===== src/include/adc_map.svh =====
// Register addresses, field positions, reset values and timing counts of the converter
`ifndef ADC_MAP_SVH
`define ADC_MAP_SVH

`define ADC_ADDR_RES_A_HIGH 20'hFFFE0
`define ADC_ADDR_RES_A_LOW 20'hFFFE1
`define ADC_ADDR_RES_B_HIGH 20'hFFFE2
`define ADC_ADDR_RES_B_LOW 20'hFFFE3
`define ADC_ADDR_RES_C_HIGH 20'hFFFE4
`define ADC_ADDR_RES_C_LOW 20'hFFFE5
`define ADC_ADDR_RES_D_HIGH 20'hFFFE6
`define ADC_ADDR_RES_D_LOW 20'hFFFE7
`define ADC_ADDR_CONTROL_STATUS 20'hFFFE8
`define ADC_ADDR_TRIGGER_CONTROL 20'hFFFE9

`define ADC_BIT_DONE_FLAG 7
`define ADC_BIT_IRQ_ENABLE 6
`define ADC_BIT_GO 5
`define ADC_BIT_SCAN 4
`define ADC_BIT_TIME_SELECT 3
`define ADC_BIT_GROUP 2
`define ADC_BIT_TRIGGER_ENABLE 7
`define ADC_BIT_TRG_SPARE 0

`define ADC_RESET_CONTROL_STATUS 8'h00
`define ADC_RESET_TRIGGER_CONTROL 8'h7E
`define ADC_TRG_FIXED_ONES 8'h7E
`define ADC_RESET_RESULT 10'h000

`define ADC_STATES_FIRST_SLOW 8'd134
`define ADC_STATES_FIRST_FAST 8'd70
`define ADC_STATES_NEXT_SLOW 8'd128
`define ADC_STATES_NEXT_FAST 8'd66

`endif


===== src/include/adc_pkg.sv =====
// Types shared by the converter control modules
package adc_pkg;

   typedef enum logic {
      SEQ_IDLE,
      SEQ_CONVERT
   } seq_state_type;

   typedef logic [9:0] sample_type;

endpackage


===== src/include/conv_if.sv =====
// Signals between the sequencer, its conversion timer and its result store
`timescale 1ns/100ps
`default_nettype none

interface conv_if;
   import adc_pkg::*;
   // Timer control
   logic start;
   logic cancel;
   logic fast;
   logic first;
   logic done;
   // Result store
   logic clear;
   logic write;
   logic [1:0] write_index;
   sample_type write_data;
   logic read_high;
   logic read_low;
   logic [1:0] read_index;
   logic [7:0] read_data;

   modport ctrl (
      output start, cancel, fast, first, clear, write, write_index, write_data, read_high, read_low, read_index,
      input done, read_data
   );
   modport timer (
      input start, cancel, fast, first, clear,
      output done
   );
   modport store (
      input clear, write, write_index, write_data, read_high, read_low, read_index,
      output read_data
   );
endinterface

`default_nettype wire


===== src/conv_timer.sv =====
// Counts the states of one conversion and pulses done at its end
`timescale 1ns/100ps
`default_nettype none
`include "adc_map.svh"

module conv_timer
   import adc_pkg::*;
(
   // Clock and reset
   input wire logic mclk,
   input wire logic rst,
   input wire logic ce,
   // Sequencer side
   conv_if.timer link
);

   typedef struct packed {
      logic busy;
      logic [7:0] count;
      logic done;
   } timer_state_type;

   timer_state_type st_reg, st_next;

   assign link.done = st_reg.done;

   always_comb begin
      st_next = st_reg;
      st_next.done = 1'b0;
      if (link.clear || link.cancel) begin
         st_next.busy = 1'b0;
         st_next.count = 8'h00;
      end else if (link.start) begin
         st_next.busy = 1'b1;
         if (link.first) begin
            st_next.count = link.fast ? `ADC_STATES_FIRST_FAST - 8'd1 : `ADC_STATES_FIRST_SLOW - 8'd1;
         end else begin
            st_next.count = link.fast ? `ADC_STATES_NEXT_FAST - 8'd1 : `ADC_STATES_NEXT_SLOW - 8'd1;
         end
      end else if (st_reg.busy) begin
         if (st_reg.count == 8'h01) begin
            st_next.busy = 1'b0;
            st_next.done = 1'b1;
         end
         st_next.count = st_reg.count - 8'd1;
      end
   end

   always_ff @(posedge mclk) begin
      if (rst) begin
         st_reg <= '0;
      end else if (ce) begin
         st_reg <= st_next;
      end
   end

endmodule

`default_nettype wire


===== src/result_store.sv =====
// Four conversion results and the low-byte holding latch
`timescale 1ns/100ps
`default_nettype none
`include "adc_map.svh"

module result_store
   import adc_pkg::*;
(
   // Clock and reset
   input wire logic mclk,
   input wire logic rst,
   input wire logic ce,
   // Sequencer side
   conv_if.store link
);

   typedef struct packed {
      logic [3:0][9:0] result;
      logic [7:0] low_latch;
   } store_state_type;

   store_state_type st_reg, st_next;

   always_comb begin
      st_next = st_reg;
      link.read_data = 8'h00;
      if (link.read_high) begin
         // upper eight bits in the high byte
         link.read_data = st_reg.result[link.read_index][9:2];
         // capture the low byte on a high read
         st_next.low_latch = {st_reg.result[link.read_index][1:0], 6'b000000};
      end else if (link.read_low) begin
         // low byte comes from the latch
         link.read_data = st_reg.low_latch;
      end
      if (link.write) begin
         st_next.result[link.write_index] = link.write_data;
      end
      if (link.clear) begin
         st_next.result = {4{`ADC_RESET_RESULT}};
         st_next.low_latch = 8'h00;
      end
   end

   always_ff @(posedge mclk) begin
      if (rst) begin
         st_reg <= '0;
      end else if (ce) begin
         st_reg <= st_next;
      end
   end

endmodule

`default_nettype wire


===== src/adc_sequencer.sv =====
// Converter sequencer: register file, start sources, channel rotation, flags and requests
//
// Summary of operation
// - result top eight bits high, two low
// - result bits five to zero read zero
// - group inputs one to four to A-D
// - results cleared by reset and standby
// - control/status cleared by reset and standby
// - done flag on single end or scan pass
// - DMA activation also clears done flag
// - interrupt while flag set and enabled
// - go bit set by software or triggers
// - single mode clears go after conversion
// - scan repeats until go cleared
// - bit four picks single or scan
// - bit three picks conversion time
// - single mode channel bits index eight inputs
// - scan top bit group, low bits count
// - DMA request follows interrupt, flag set and enabled
// - low byte read through holding latch
// - high read loads latch, read high first
// - trigger enable gates pin and timer starts
// - scan restarts group, advances immediately
`timescale 1ns/100ps
`default_nettype none
`include "adc_map.svh"

module adc_sequencer
   import adc_pkg::*;
(
   // Clock, reset, clock enable
   input wire logic mclk,
   input wire logic rst,
   input wire logic ce,
   // Low-power entry, clears as reset does
   input wire logic standby,
   // Peripheral bus
   input wire logic [19:0] bus_addr,
   input wire logic bus_rd,
   input wire logic bus_wr,
   input wire logic [7:0] bus_wdata,
   output logic [7:0] bus_rdata,
   // Start sources
   input wire logic external_trigger_pin,
   input wire logic timer_compare_match,
   // Analog front end
   input wire sample_type analog_result,
   output logic [2:0] analog_channel,
   output logic sample_start,
   // Requests
   output logic conversion_done_irq,
   output logic dma_request,
   input wire logic dma_ack
);

   typedef struct packed {
      seq_state_type seq;
      logic conversion_done_flag;
      logic done_irq_enable;
      logic conversion_go_bit;
      logic scan_mode;
      logic conversion_time_select;
      logic group_select_bit;
      logic channel_select_bit1;
      logic channel_select_bit0;
      logic trigger_enable_bit;
      logic trg_spare;
      logic flag_read_one;
      logic trigger_prev;
      logic [1:0] scan_index;
      logic [2:0] channel;
      logic sample_start;
      logic irq;
      logic dma;
      logic [7:0] rdata;
   } seq_reg_type;

   seq_reg_type st_reg, st_next;

   localparam logic [7:0] trg_reset_value = `ADC_RESET_TRIGGER_CONTROL;

   conv_if link ();

   conv_timer timer_inst (
      .mclk(mclk),
      .rst(rst),
      .ce(ce),
      .link(link.timer)
   );

   result_store store_inst (
      .mclk(mclk),
      .rst(rst),
      .ce(ce),
      .link(link.store)
   );

   assign bus_rdata = st_reg.rdata;
   assign analog_channel = st_reg.channel;
   assign sample_start = st_reg.sample_start;
   assign conversion_done_irq = st_reg.irq;
   assign dma_request = st_reg.dma;

   // Input picked for a conversion step, from mode, channel bits and scan position
   function automatic logic [2:0] pick_channel(input logic scan, input logic [2:0] sel, input logic [1:0] idx);
      logic [2:0] ch;
      ch = sel;
      if (scan) begin
         ch = {sel[2], idx};
      end
      return ch;
   endfunction

   // Result register index for an input
   function automatic logic [1:0] result_slot(input logic [2:0] ch);
      return ch[1:0];
   endfunction

   // Address decode of the peripheral bus
   logic sel_csr;
   logic sel_trg;
   logic sel_result;
   logic result_low;
   logic [1:0] result_index;
   logic [2:0] ch_sel;
   logic [19:0] result_off;

   always_comb begin
      sel_csr = bus_addr == `ADC_ADDR_CONTROL_STATUS;
      sel_trg = bus_addr == `ADC_ADDR_TRIGGER_CONTROL;
      sel_result = bus_addr >= `ADC_ADDR_RES_A_HIGH && bus_addr <= `ADC_ADDR_RES_D_LOW;
      result_off = bus_addr - `ADC_ADDR_RES_A_HIGH;
      result_low = result_off[0];
      result_index = result_off[2:1];
   end

   logic go_written_one;
   logic trigger_start;
   logic begin_conv;
   logic set_flag;
   logic [2:0] next_ch;

   always_comb begin
      st_next = st_reg;
      st_next.sample_start = 1'b0;
      go_written_one = 1'b0;
      trigger_start = 1'b0;
      begin_conv = 1'b0;
      set_flag = 1'b0;
      next_ch = st_reg.channel;
      ch_sel = {st_reg.group_select_bit, st_reg.channel_select_bit1, st_reg.channel_select_bit0};

      link.start = 1'b0;
      link.cancel = 1'b0;
      link.fast = st_reg.conversion_time_select;
      link.first = 1'b0;
      link.clear = standby;
      link.write = 1'b0;
      link.write_index = 2'b00;
      link.write_data = analog_result;
      link.read_high = bus_rd && sel_result && !result_low;
      link.read_low = bus_rd && sel_result && result_low;
      link.read_index = result_index;

      // Read data, taken one cycle after the strobe
      st_next.rdata = 8'h00;
      if (bus_rd) begin
         if (sel_csr) begin
            st_next.rdata = {st_reg.conversion_done_flag, st_reg.done_irq_enable, st_reg.conversion_go_bit,
                             st_reg.scan_mode, st_reg.conversion_time_select, ch_sel};
            // remember the flag was seen set
            if (st_reg.conversion_done_flag) begin
               st_next.flag_read_one = 1'b1;
            end
         end else if (sel_trg) begin
            st_next.rdata = {st_reg.trigger_enable_bit, 6'b000000, st_reg.trg_spare} | `ADC_TRG_FIXED_ONES;
         end else if (sel_result) begin
            // high read gives bits nine to two, low read has its low six bits zero
            st_next.rdata = link.read_data;
         end
      end

      // Register writes
      if (bus_wr && sel_csr) begin
         // only a zero after reading one clears
         if (!bus_wdata[`ADC_BIT_DONE_FLAG] && st_reg.flag_read_one) begin
            st_next.conversion_done_flag = 1'b0;
            st_next.flag_read_one = 1'b0;
         end
         st_next.done_irq_enable = bus_wdata[`ADC_BIT_IRQ_ENABLE];
         st_next.conversion_go_bit = bus_wdata[`ADC_BIT_GO];
         go_written_one = bus_wdata[`ADC_BIT_GO];
         st_next.scan_mode = bus_wdata[`ADC_BIT_SCAN];
         st_next.conversion_time_select = bus_wdata[`ADC_BIT_TIME_SELECT];
         st_next.group_select_bit = bus_wdata[`ADC_BIT_GROUP];
         st_next.channel_select_bit1 = bus_wdata[1];
         st_next.channel_select_bit0 = bus_wdata[0];
      end
      if (bus_wr && sel_trg) begin
         st_next.trigger_enable_bit = bus_wdata[`ADC_BIT_TRIGGER_ENABLE];
         st_next.trg_spare = bus_wdata[`ADC_BIT_TRG_SPARE];
      end

      if (dma_ack) begin
         st_next.conversion_done_flag = 1'b0;
         st_next.flag_read_one = 1'b0;
      end

      // falling pin edge or compare match
      st_next.trigger_prev = external_trigger_pin;
      trigger_start = st_reg.trigger_enable_bit &&
                      ((st_reg.trigger_prev && !external_trigger_pin) || timer_compare_match);
      // go bit set by hardware start
      if (trigger_start) begin
         st_next.conversion_go_bit = 1'b1;
      end

      unique case (st_reg.seq)
         SEQ_IDLE: begin
            begin_conv = st_next.conversion_go_bit;
         end
         SEQ_CONVERT: begin
            if (!st_next.conversion_go_bit) begin
               // abort, no result and no flag
               link.cancel = 1'b1;
               st_next.seq = SEQ_IDLE;
            end else if (link.done) begin
               link.write = 1'b1;
               link.write_index = result_slot(st_reg.channel);
               if (!st_reg.scan_mode) begin
                  // single conversion ends the go bit
                  set_flag = 1'b1;
                  st_next.conversion_go_bit = 1'b0;
                  st_next.seq = SEQ_IDLE;
               end else begin
                  if (st_reg.scan_index == {st_reg.channel_select_bit1, st_reg.channel_select_bit0}) begin
                     set_flag = 1'b1;
                     st_next.scan_index = 2'b00;
                  end else begin
                     st_next.scan_index = st_reg.scan_index + 2'd1;
                  end
                  next_ch = pick_channel(1'b1, ch_sel, st_next.scan_index);
                  st_next.channel = next_ch;
                  link.start = 1'b1;
                  st_next.sample_start = 1'b1;
               end
            end
         end
      endcase

      if (begin_conv) begin
         // single mode index of eight inputs
         // scan starts at the group's first input
         st_next.scan_index = 2'b00;
         next_ch = pick_channel(st_next.scan_mode, st_next.group_select_bit ?
                                {1'b1, st_next.channel_select_bit1, st_next.channel_select_bit0} :
                                {1'b0, st_next.channel_select_bit1, st_next.channel_select_bit0}, 2'b00);
         st_next.channel = next_ch;
         link.start = 1'b1;
         link.first = 1'b1;
         link.fast = st_next.conversion_time_select;
         st_next.sample_start = 1'b1;
         st_next.seq = SEQ_CONVERT;
      end

      // done flag, set wins over clear
      if (set_flag) begin
         st_next.conversion_done_flag = 1'b1;
      end

      st_next.irq = st_next.conversion_done_flag && st_next.done_irq_enable;
      // DMA request from the same event
      st_next.dma = st_next.irq;

      if (standby) begin
         st_next = '0;
         st_next.seq = SEQ_IDLE;
         st_next.trigger_enable_bit = trg_reset_value[`ADC_BIT_TRIGGER_ENABLE];
         st_next.trg_spare = 1'b0;
         st_next.trigger_prev = external_trigger_pin;
         link.cancel = 1'b1;
         link.start = 1'b0;
         link.write = 1'b0;
      end
   end

   always_ff @(posedge mclk) begin
      if (rst) begin
         st_reg <= '0;
         st_reg.seq <= SEQ_IDLE;
         st_reg.trigger_prev <= 1'b1;
      end else if (ce) begin
         st_reg <= st_next;
      end
   end

endmodule

`default_nettype wire


===== config.mk =====
export PLATFORM = sky130hd
export DESIGN_NAME = adc_sequencer
export DESIGN_NICKNAME = d
export VERILOG_FILES = /design/src/include/adc_pkg.sv /design/src/include/conv_if.sv /design/src/conv_timer.sv /design/src/result_store.sv /design/src/adc_sequencer.sv
export VERILOG_INCLUDE_DIRS = /design/src /design/src/include
export SDC_FILE = /design/constraint.sdc
export NUM_CORES = 1
export LEC_CHECK = 0
export ABC_AREA = 0
export BUFFER_PORTS_ARGS = -buffer_cell sky130_fd_sc_hd__buf_2
export CAP_MARGIN = 20
export CORE_MARGIN = 2
export CORE_UTILIZATION = 51
export DETAILED_ROUTE_END_ITERATION = 8
export PLACE_DENSITY = 0.75
export SLEW_MARGIN = 20
export SYNTH_ARGS = -nofsm -noshare
export SYNTH_HDL_FRONTEND = slang
export SYNTH_SLANG_ARGS = --single-unit

===== constraint.sdc =====
create_clock -name mclk -period 1.8 [get_ports mclk]
set_input_delay 0 -clock mclk [delete_from_list [all_inputs] [get_ports mclk]]
set_output_delay 0 -clock mclk [all_outputs]
set_load 0.005 [all_outputs]

==> results of run 1 <==
[worst max-delay path: cells and delay by family, from the launching register on]
family / cells / cell delay (ps)
AO/OA/AOI/OAI: 1 / 150
flip-flops: 1 / 350
AND/OR/NAND/NOR: 4 / 1180
[cells by family (layout without fill, tap and decap cells)]
kind of cell,after synthesis,count (layout),synth area share
buffers and inverters,44,141,0.0573
xor gates and xnor gates,8,8,0.0176
adders and majority gates,2,2,0.00629
muxes,13,13,0.0648
and+or+nand+nor,121,121,0.169
DFF,79,79,0.398
AOI/OAI and AO/OA,143,143,0.287
[layout by cell type (no fill, tap or decap), types with 11 or more instances in the layout]
cell           instances
inv_1                 11
o2bb2ai_1             24
buf_2                 60
nor2_1                35
dfxtp_1               77
a21oi_1               15
buf_4                 32
nand2_1               33
a32o_1                21
o21ai_0               19
dlygate4sd3_1         17
[power groups by stage]
stage / Clock (uW) / Combinational, uW / Sequential (uW)
floorplan: 0 / 137 / 1790
global placement: 0 / 277 / 1790
detailed placement: 0 / 282 / 1790
CTS: 1260 / 318 / 1750
global route: 1340 / 355 / 1750
finish: 1240 / 332 / 1750
[per-stage QoR]
| step | hold WS (ps) | total power [uW] | cells | area [sq um] |
|---|---|---|---|---|
| 6_report | 26.4 | 3320 | 609 | 4970 |
| 3_5_place_dp | 232 | 2070 | 574 | 4540 |
| 4_1_cts | 7.02 | 3320 | 607 | 4920 |
| 3_3_place_gp | 227 | 2070 | 574 | 4540 |
| 2_1_floorplan | 122 | 1930 | 410 | 3980 |
| 5_1_grt | 73.1 | 3440 | 609 | 4970 |
[metal layers]
layer  vias to the layer above  GRT usage  part of all wire
li1                       1764          -                 -
met1                      1791      0.327              0.43
met2                       135      0.462              0.49
met3                        20     0.0600             0.061
met4                         0     0.0983             0.018
met5                         -          0                 0
[worst paths after layout]
check,end,slack (ps),cells past startpoint
min reg2reg,bus_rdata[1],460,2
min,st_reg[17],30,4
max,timer_inst.link.done,40,5
max reg2reg,timer_inst.link.done,40,5
[repair_timing]
item,in CTS,in global routing
endpoints found under the hold margin,48,0
pin swaps,2,8
hold buffers,17,0
setup endpoints to repair,27,42
setup buffers,0,2
gates resized for setup,6,6
[layout make-up]
cell class / instances / area (sq um)
Clock buffer: 11 / 141
Multi-Input combinational cell: 287 / 2220
Inverter: 11 / 41.3
Timing Repair Buffer: 114 / 811
Fill cell: 631 / 2670
Sequential cell: 79 / 1590
Clock inverter: 5 / 41.3
Tap cell: 102 / 128
==> summary.txt, run 1 <==
Status: complete, no violations
CP Max Fanout: 4
Setup ws final: 42.4 ps
Port Buf Inserts: 60
Worst EP arrival: 2050 ps
Crit path cell chain: or4_1 -> nor4b_2 -> and3_1 -> nand3_1 -> a21oi_1
Placer congestion estimate: 0.848
Internal Dissipation: 2440 uW
Power per standard cell area: 667 nW/um^2
F_max: 569 MHz
GRT overflow: 0
CTS tree: done
Core box area: 7650 sq um
Sequential power share: 0.527
Utilization after layout: 0.650
Number of synthesized flops with an enable pin: 0
Mapped Area: 3980 sq um
Worst slew margin: 0.444
N_diodes: 0
Final ANT Viol Nets: 0
Biggest area consumer among synthesized cells: dfxtp_1
Clock Skew: 4.32 ps
Worst endpoint required time: 2090 ps
Root Driver: clkbuf_8
Most numerous cell in the Yosys netlist: dfxtp_1
Skew-Pair Late Insertion Delay: 360 ps
Share of cells above drive strength 1: 0.306
DR vias/cell: 6.09
Start point of the worst hold path: dma_ack
Clk slew on worst S/H paths: 80 ps
RR Startpoint: timer_inst.st_reg[4]
Via count: 3710
Longest Clk Path Bufs: 2
Min cycle time layout: 1760 ps
Initial Util: 0.520
Largest register FFs: 42
Ports: 61
GRT Resource Usage Total: 0.268
Largest stage delay, worst path: 590 ps
Post-Place Worst Slack: -127 ps
YS warnings: 0
Startpoint Class: register
# setup viols final: 0
Hold Path Class: in2reg
DIE HEIGHT: 92.3 um
DR iter-0 viols: 248
TritonRoute pass-1 iters: 5
Synth cell types: 69
Ys flop type: dfxtp_1
CTS H-tree depth: 3
Clock network power share: 0.373
Setup TNS: 0 ps
Final Max Slew Viols: 0
Synthesized flop and latch total: 79
# nets final: 551
WL/cell: 18.0 um
P_sw: 876 uW
Slowest-stage cell, CP: or4_1
Initial antenna violation count: 0
Die width: 92.3 um
Crit end category: register
WL final: 11000 um
Post-detail-place hpwl: 7550 um
Async SR Flop Fraction: 0
First-pass GRT wire length: 17900 um
P&R area growth vs syn: 25.1%
Hold Violations, Final: 0
Die area: 8520 sq um
Fin crit share: 0.976
Syn nets: 459
Seq/Total Area, Yosys: 0.398
Cts bufs inserted: 9
Post-Synthesis Cells: 410
CP startpoint: timer_inst.st_reg[4]
Switching fraction of total power: 0.264
Worst-Margin Slew: 831 ps
Setup CP Type: reg2reg
Syn_area_per_cell: 9.70 sq um
Peak supply drop: 0.469 mV
Comb pwr share: 0.100
Site Rows: 32
Synth cell count leaders: dfxtp_1, nor2_1, nand2_1, o2bb2ai_1, a32o_1
Leak: 0.00190 uW
Maximum number of pins on one net before global-route repair: 31
Top-area cell type share of the netlist area: 0.398
Vias in the first global route: 3709
Sink Count: 79
Max cap viols: 0
Unrepaired setup endpoints after global routing: true
Largest cells by area after synthesis: dfxtp_1, mux4_2, a32o_1
DR DRC count: 0
(Power assumes the default switching activity.)
==> run 2: changes to the inputs <==
--- a/config.mk
+++ b/config.mk
@@ -12,8 +12,9 @@
 export CORE_MARGIN = 2
 export CORE_UTILIZATION = 51
 export DETAILED_ROUTE_END_ITERATION = 8
-export PLACE_DENSITY = 0.75
+export PLACE_DENSITY = 0.74
 export SLEW_MARGIN = 20
 export SYNTH_ARGS = -nofsm -noshare
 export SYNTH_HDL_FRONTEND = slang
+export SYNTH_HIERARCHICAL = 1
 export SYNTH_SLANG_ARGS = --single-unit
==> run 2 against run 1 <==
- the run now ends with negative setup slack left
- design area is 16% higher
- first-iteration DRC count rose by 73%
- global-route usage rose by 2.7 points
- register-to-register slack worse by 520 ps
- sequential cell count unchanged
==> summary.txt, run 2 <==
Biggest area consumer among synthesized cells: dfxtp_1 (unchanged)
Comb pwr share: 0.101 (was 0.100)
DR iter-0 viols: 429 (was 248)
Clock Skew: 13.4 ps (was 4.32 ps)
# nets final: 613 (was 551)
Core box area: 7730 sq um (was 7650 sq um)
Root Driver: clkbuf_8 (unchanged)
Internal Dissipation: 2460 uW (was 2440 uW)
Switching fraction of total power: 0.283 (was 0.264)
Min cycle time layout: 2430 ps (was 1760 ps)
P&R area growth vs syn: 41.5% (was 25.1%)
Crit end category: register (unchanged)
Port Buf Inserts: 60 (unchanged)
Final ANT Viol Nets: 0 (unchanged)
Synthesized flop and latch total: 79 (unchanged)
Hold Path Class: in2reg (unchanged)
Syn nets: 462 (was 459)
Ports: 61 (unchanged)
YS warnings: 6 (was 0)
Setup CP Type: in2reg (was reg2reg)
Number of synthesized flops with an enable pin: 0 (unchanged)
Site Rows: 32 (unchanged)
Worst endpoint required time: 2070 ps (was 2090 ps)
Sequential power share: 0.509 (was 0.527)
Fin crit share: 1.35 (was 0.976)
Post-DP Area: 4880 sq um (was 4540 sq um)
Worst reg-to-reg setup slack: -480 ps (was 40 ps)
Skew-Pair Late Insertion Delay: 350 ps (was 360 ps)
RR Startpoint: st_reg[19] (was timer_inst.st_reg[4])
Clk slew on worst S/H paths: 100 ps (was 80 ps)
Peak supply drop: 0.426 mV (was 0.469 mV)
Placer congestion estimate: 0.950 (was 0.848)
Max cap viols: 0 (unchanged)
Failing checks: negative setup slack
Share of cells above drive strength 1: 0.427 (was 0.306)
Post-Synthesis Cells: 413 (was 410)
Ys flop type: dfxtp_1 (unchanged)
Power Total: 3430 uW (was 3320 uW)
R2r worst-path depth: 10 (was 5)
Design Area, Final: 5760 sq um (was 4970 sq um)
CP Max Fanout: 5 (was 4)
WL/cell: 19.5 um (was 18.0 um)
Longest Clk Path Bufs: 2 (unchanged)
Die area: 8720 sq um (was 8520 sq um)
Sink Count: 79 (unchanged)
Worst-Margin Slew: 439 ps (was 831 ps)
Mapped Area: 4070 sq um (was 3980 sq um)
Synth cell count leaders: dfxtp_1, nor2_1, a22o_1, nand2_1, a21oi_1 (was dfxtp_1, nor2_1, nand2_1, o2bb2ai_1, a32o_1)
Largest cells by area after synthesis: dfxtp_1, a22o_1, mux4_1 (was dfxtp_1, mux4_2, a32o_1)
CTS H-tree depth: 3 (unchanged)
Vias in the first global route: 4060 (was 3709)
Maximum number of pins on one net before global-route repair: 27 (was 31)
Initial Util: 0.527 (was 0.520)
Hold depth: 4 (unchanged)
Hold_ws: 52.7 ps (was 26.4 ps)
Final Max Slew Viols: 0 (unchanged)
Hold Violations, Final: 0 (unchanged)
TritonRoute pass-1 iters: 5 (unchanged)
Setup ws final: -631 ps (was 42.4 ps)
Status: finished, violations left (was complete, no violations)
F_max: 411 MHz (was 569 MHz)
Most numerous cell in the Yosys netlist: dfxtp_1 (unchanged)
Startpoint Class: input pin (was register)
Via count: 4227 (was 3710)
Worst EP arrival: 2710 ps (was 2050 ps)
Largest register FFs: 42 (unchanged)
CTS tree: done (unchanged)
Async SR Flop Fraction: 0 (unchanged)
DIE HEIGHT: 93.4 um (was 92.3 um)
Top-area cell type share of the netlist area: 0.388 (was 0.398)
First-pass GRT wire length: 20200 um (was 17900 um)
Worst slew margin: 0.707 (was 0.444)
GRT overflow: 0 (unchanged)
Initial antenna violation count: 0 (unchanged)
Synth cell types: 75 (was 69)
Power per standard cell area: 596 nW/um^2 (was 667 nW/um^2)
P_sw: 972 uW (was 876 uW)
WL final: 13100 um (was 11000 um)
Most common cell after layout, fill and taps aside: dfxtp_1 (unchanged)
DR vias/cell: 6.30 (was 6.09)
# setup viols final: 58 (was 0)
Seq/Total Area, Yosys: 0.388 (was 0.398)
GRT Resource Usage Total: 0.295 (was 0.268)
DR DRC count: 0 (unchanged)
Most frequent cells in the layout: dfxtp_1, buf_4, buf_2 (was dfxtp_1, buf_2, nor2_1)
Clock network power share: 0.390 (was 0.373)
Syn_area_per_cell: 9.86 sq um (was 9.70 sq um)
RR Endpoint: timer_inst/st_reg[6] (was timer_inst.link.done)
N_diodes: 0 (unchanged)
Start point of the worst hold path: bus_wdata[6] (was dma_ack)
Unrepaired setup endpoints after global routing: true (unchanged)
Hold Crit Endpoint: st_reg[26] (was st_reg[17])
Die width: 93.4 um (was 92.3 um)
Leak: 0.00239 uW (was 0.00190 uW)
Post-detail-place hpwl: 8090 um (was 7550 um)
Cts bufs inserted: 9 (unchanged)
==> run 2: stage by stage <==
stage | setup TNS [ps] | utilization | std cells | setup WS, ps
floorplan | -25680 | - | 413 | -713
global placement | -36590 | 0.631 | 610 | -844
detailed placement | -39360 | 0.631 | 610 | -938
CTS | -16720 | 0.722 | 659 | -490
global route | -26160 | 0.746 | 671 | -655
finish | -25740 | 0.746 | 671 | -631
==> run 2: how the worst max path moves through the flow <==
stage | startpoint | endpoint | slack, ps | cells after the start
after floorplan | bus_addr[1] | timer_inst/st_reg[4] | -710 | 10
after global placement | bus_addr[1] | timer_inst/st_reg[4] | -840 | 10
after detailed placement | bus_addr[1] | timer_inst/st_reg[4] | -940 | 10
after CTS | bus_addr[1] | timer_inst/st_reg[4] | -490 | 10
after global routing | bus_addr[2] | timer_inst/st_reg[5] | -660 | 14
final | bus_addr[2] | timer_inst/st_reg[4] | -630 | 13
==> run 2: repair_timing <==
item	in CTS	in global routing
endpoints found under the setup margin	54	71
cloned	0	1
gates resized for setup	45	23
hold endpoints to repair	49	0
hold buffers	18	0
buffers inserted	16	11
pin swaps	32	16
==> run 2: critical path, cell delays in order <==
cell and delay, ps:
buf_6 90, or3b_4 400, or3b_4 400, buf_6 130, buf_4 120, buf_6 130, o41ai_4 390, a21oi_4 70
nor2_4 170, nor3b_2 290, o21a_2 210, o311ai_1 110, a31oi_1 180
==> run 2: cell families (layout without fill, tap and decap cells) <==
group	after synthesis	count (layout)	synth area share
simple gates	131	131	0.189
compound gates	135	135	0.273
mux	12	12	0.0654
fa+ha+maj	2	2	0.00614
xor+xnor	7	7	0.0150
flops	79	79	0.388
buf+inv	47	203	0.0630
==> run 2: power by group through the flow <==
| stage | clock (uW) | sequential [uW] | combinational, uW |
|---|---|---|---|
| floorplan | 0 | 1790 | 113 |
| global placement | 0 | 1790 | 263 |
| detailed placement | 0 | 1790 | 267 |
| CTS | 1360 | 1750 | 318 |
| global route | 1430 | 1750 | 366 |
| finish | 1340 | 1750 | 345 |
==> run 2: layout make-up <==
cell class	instances	area, sq um
Clock buffer	9	124
Clock inverter	7	70.1
Fill cell	487	1960
Inverter	14	55.1
Multi-Input combinational cell	287	2470
Sequential cell	79	1580
Tap cell	102	128
Timing Repair Buffer	173	1330
==> run 2: routing by layer <==
layer	wire, um	up-vias	GRT usage
met2	6250	286	0.501
met1	5160	2000	0.366
met5	0	-	0
li1	-	1872	-
met3	1040	69	0.0451
met4	603	0	0.142
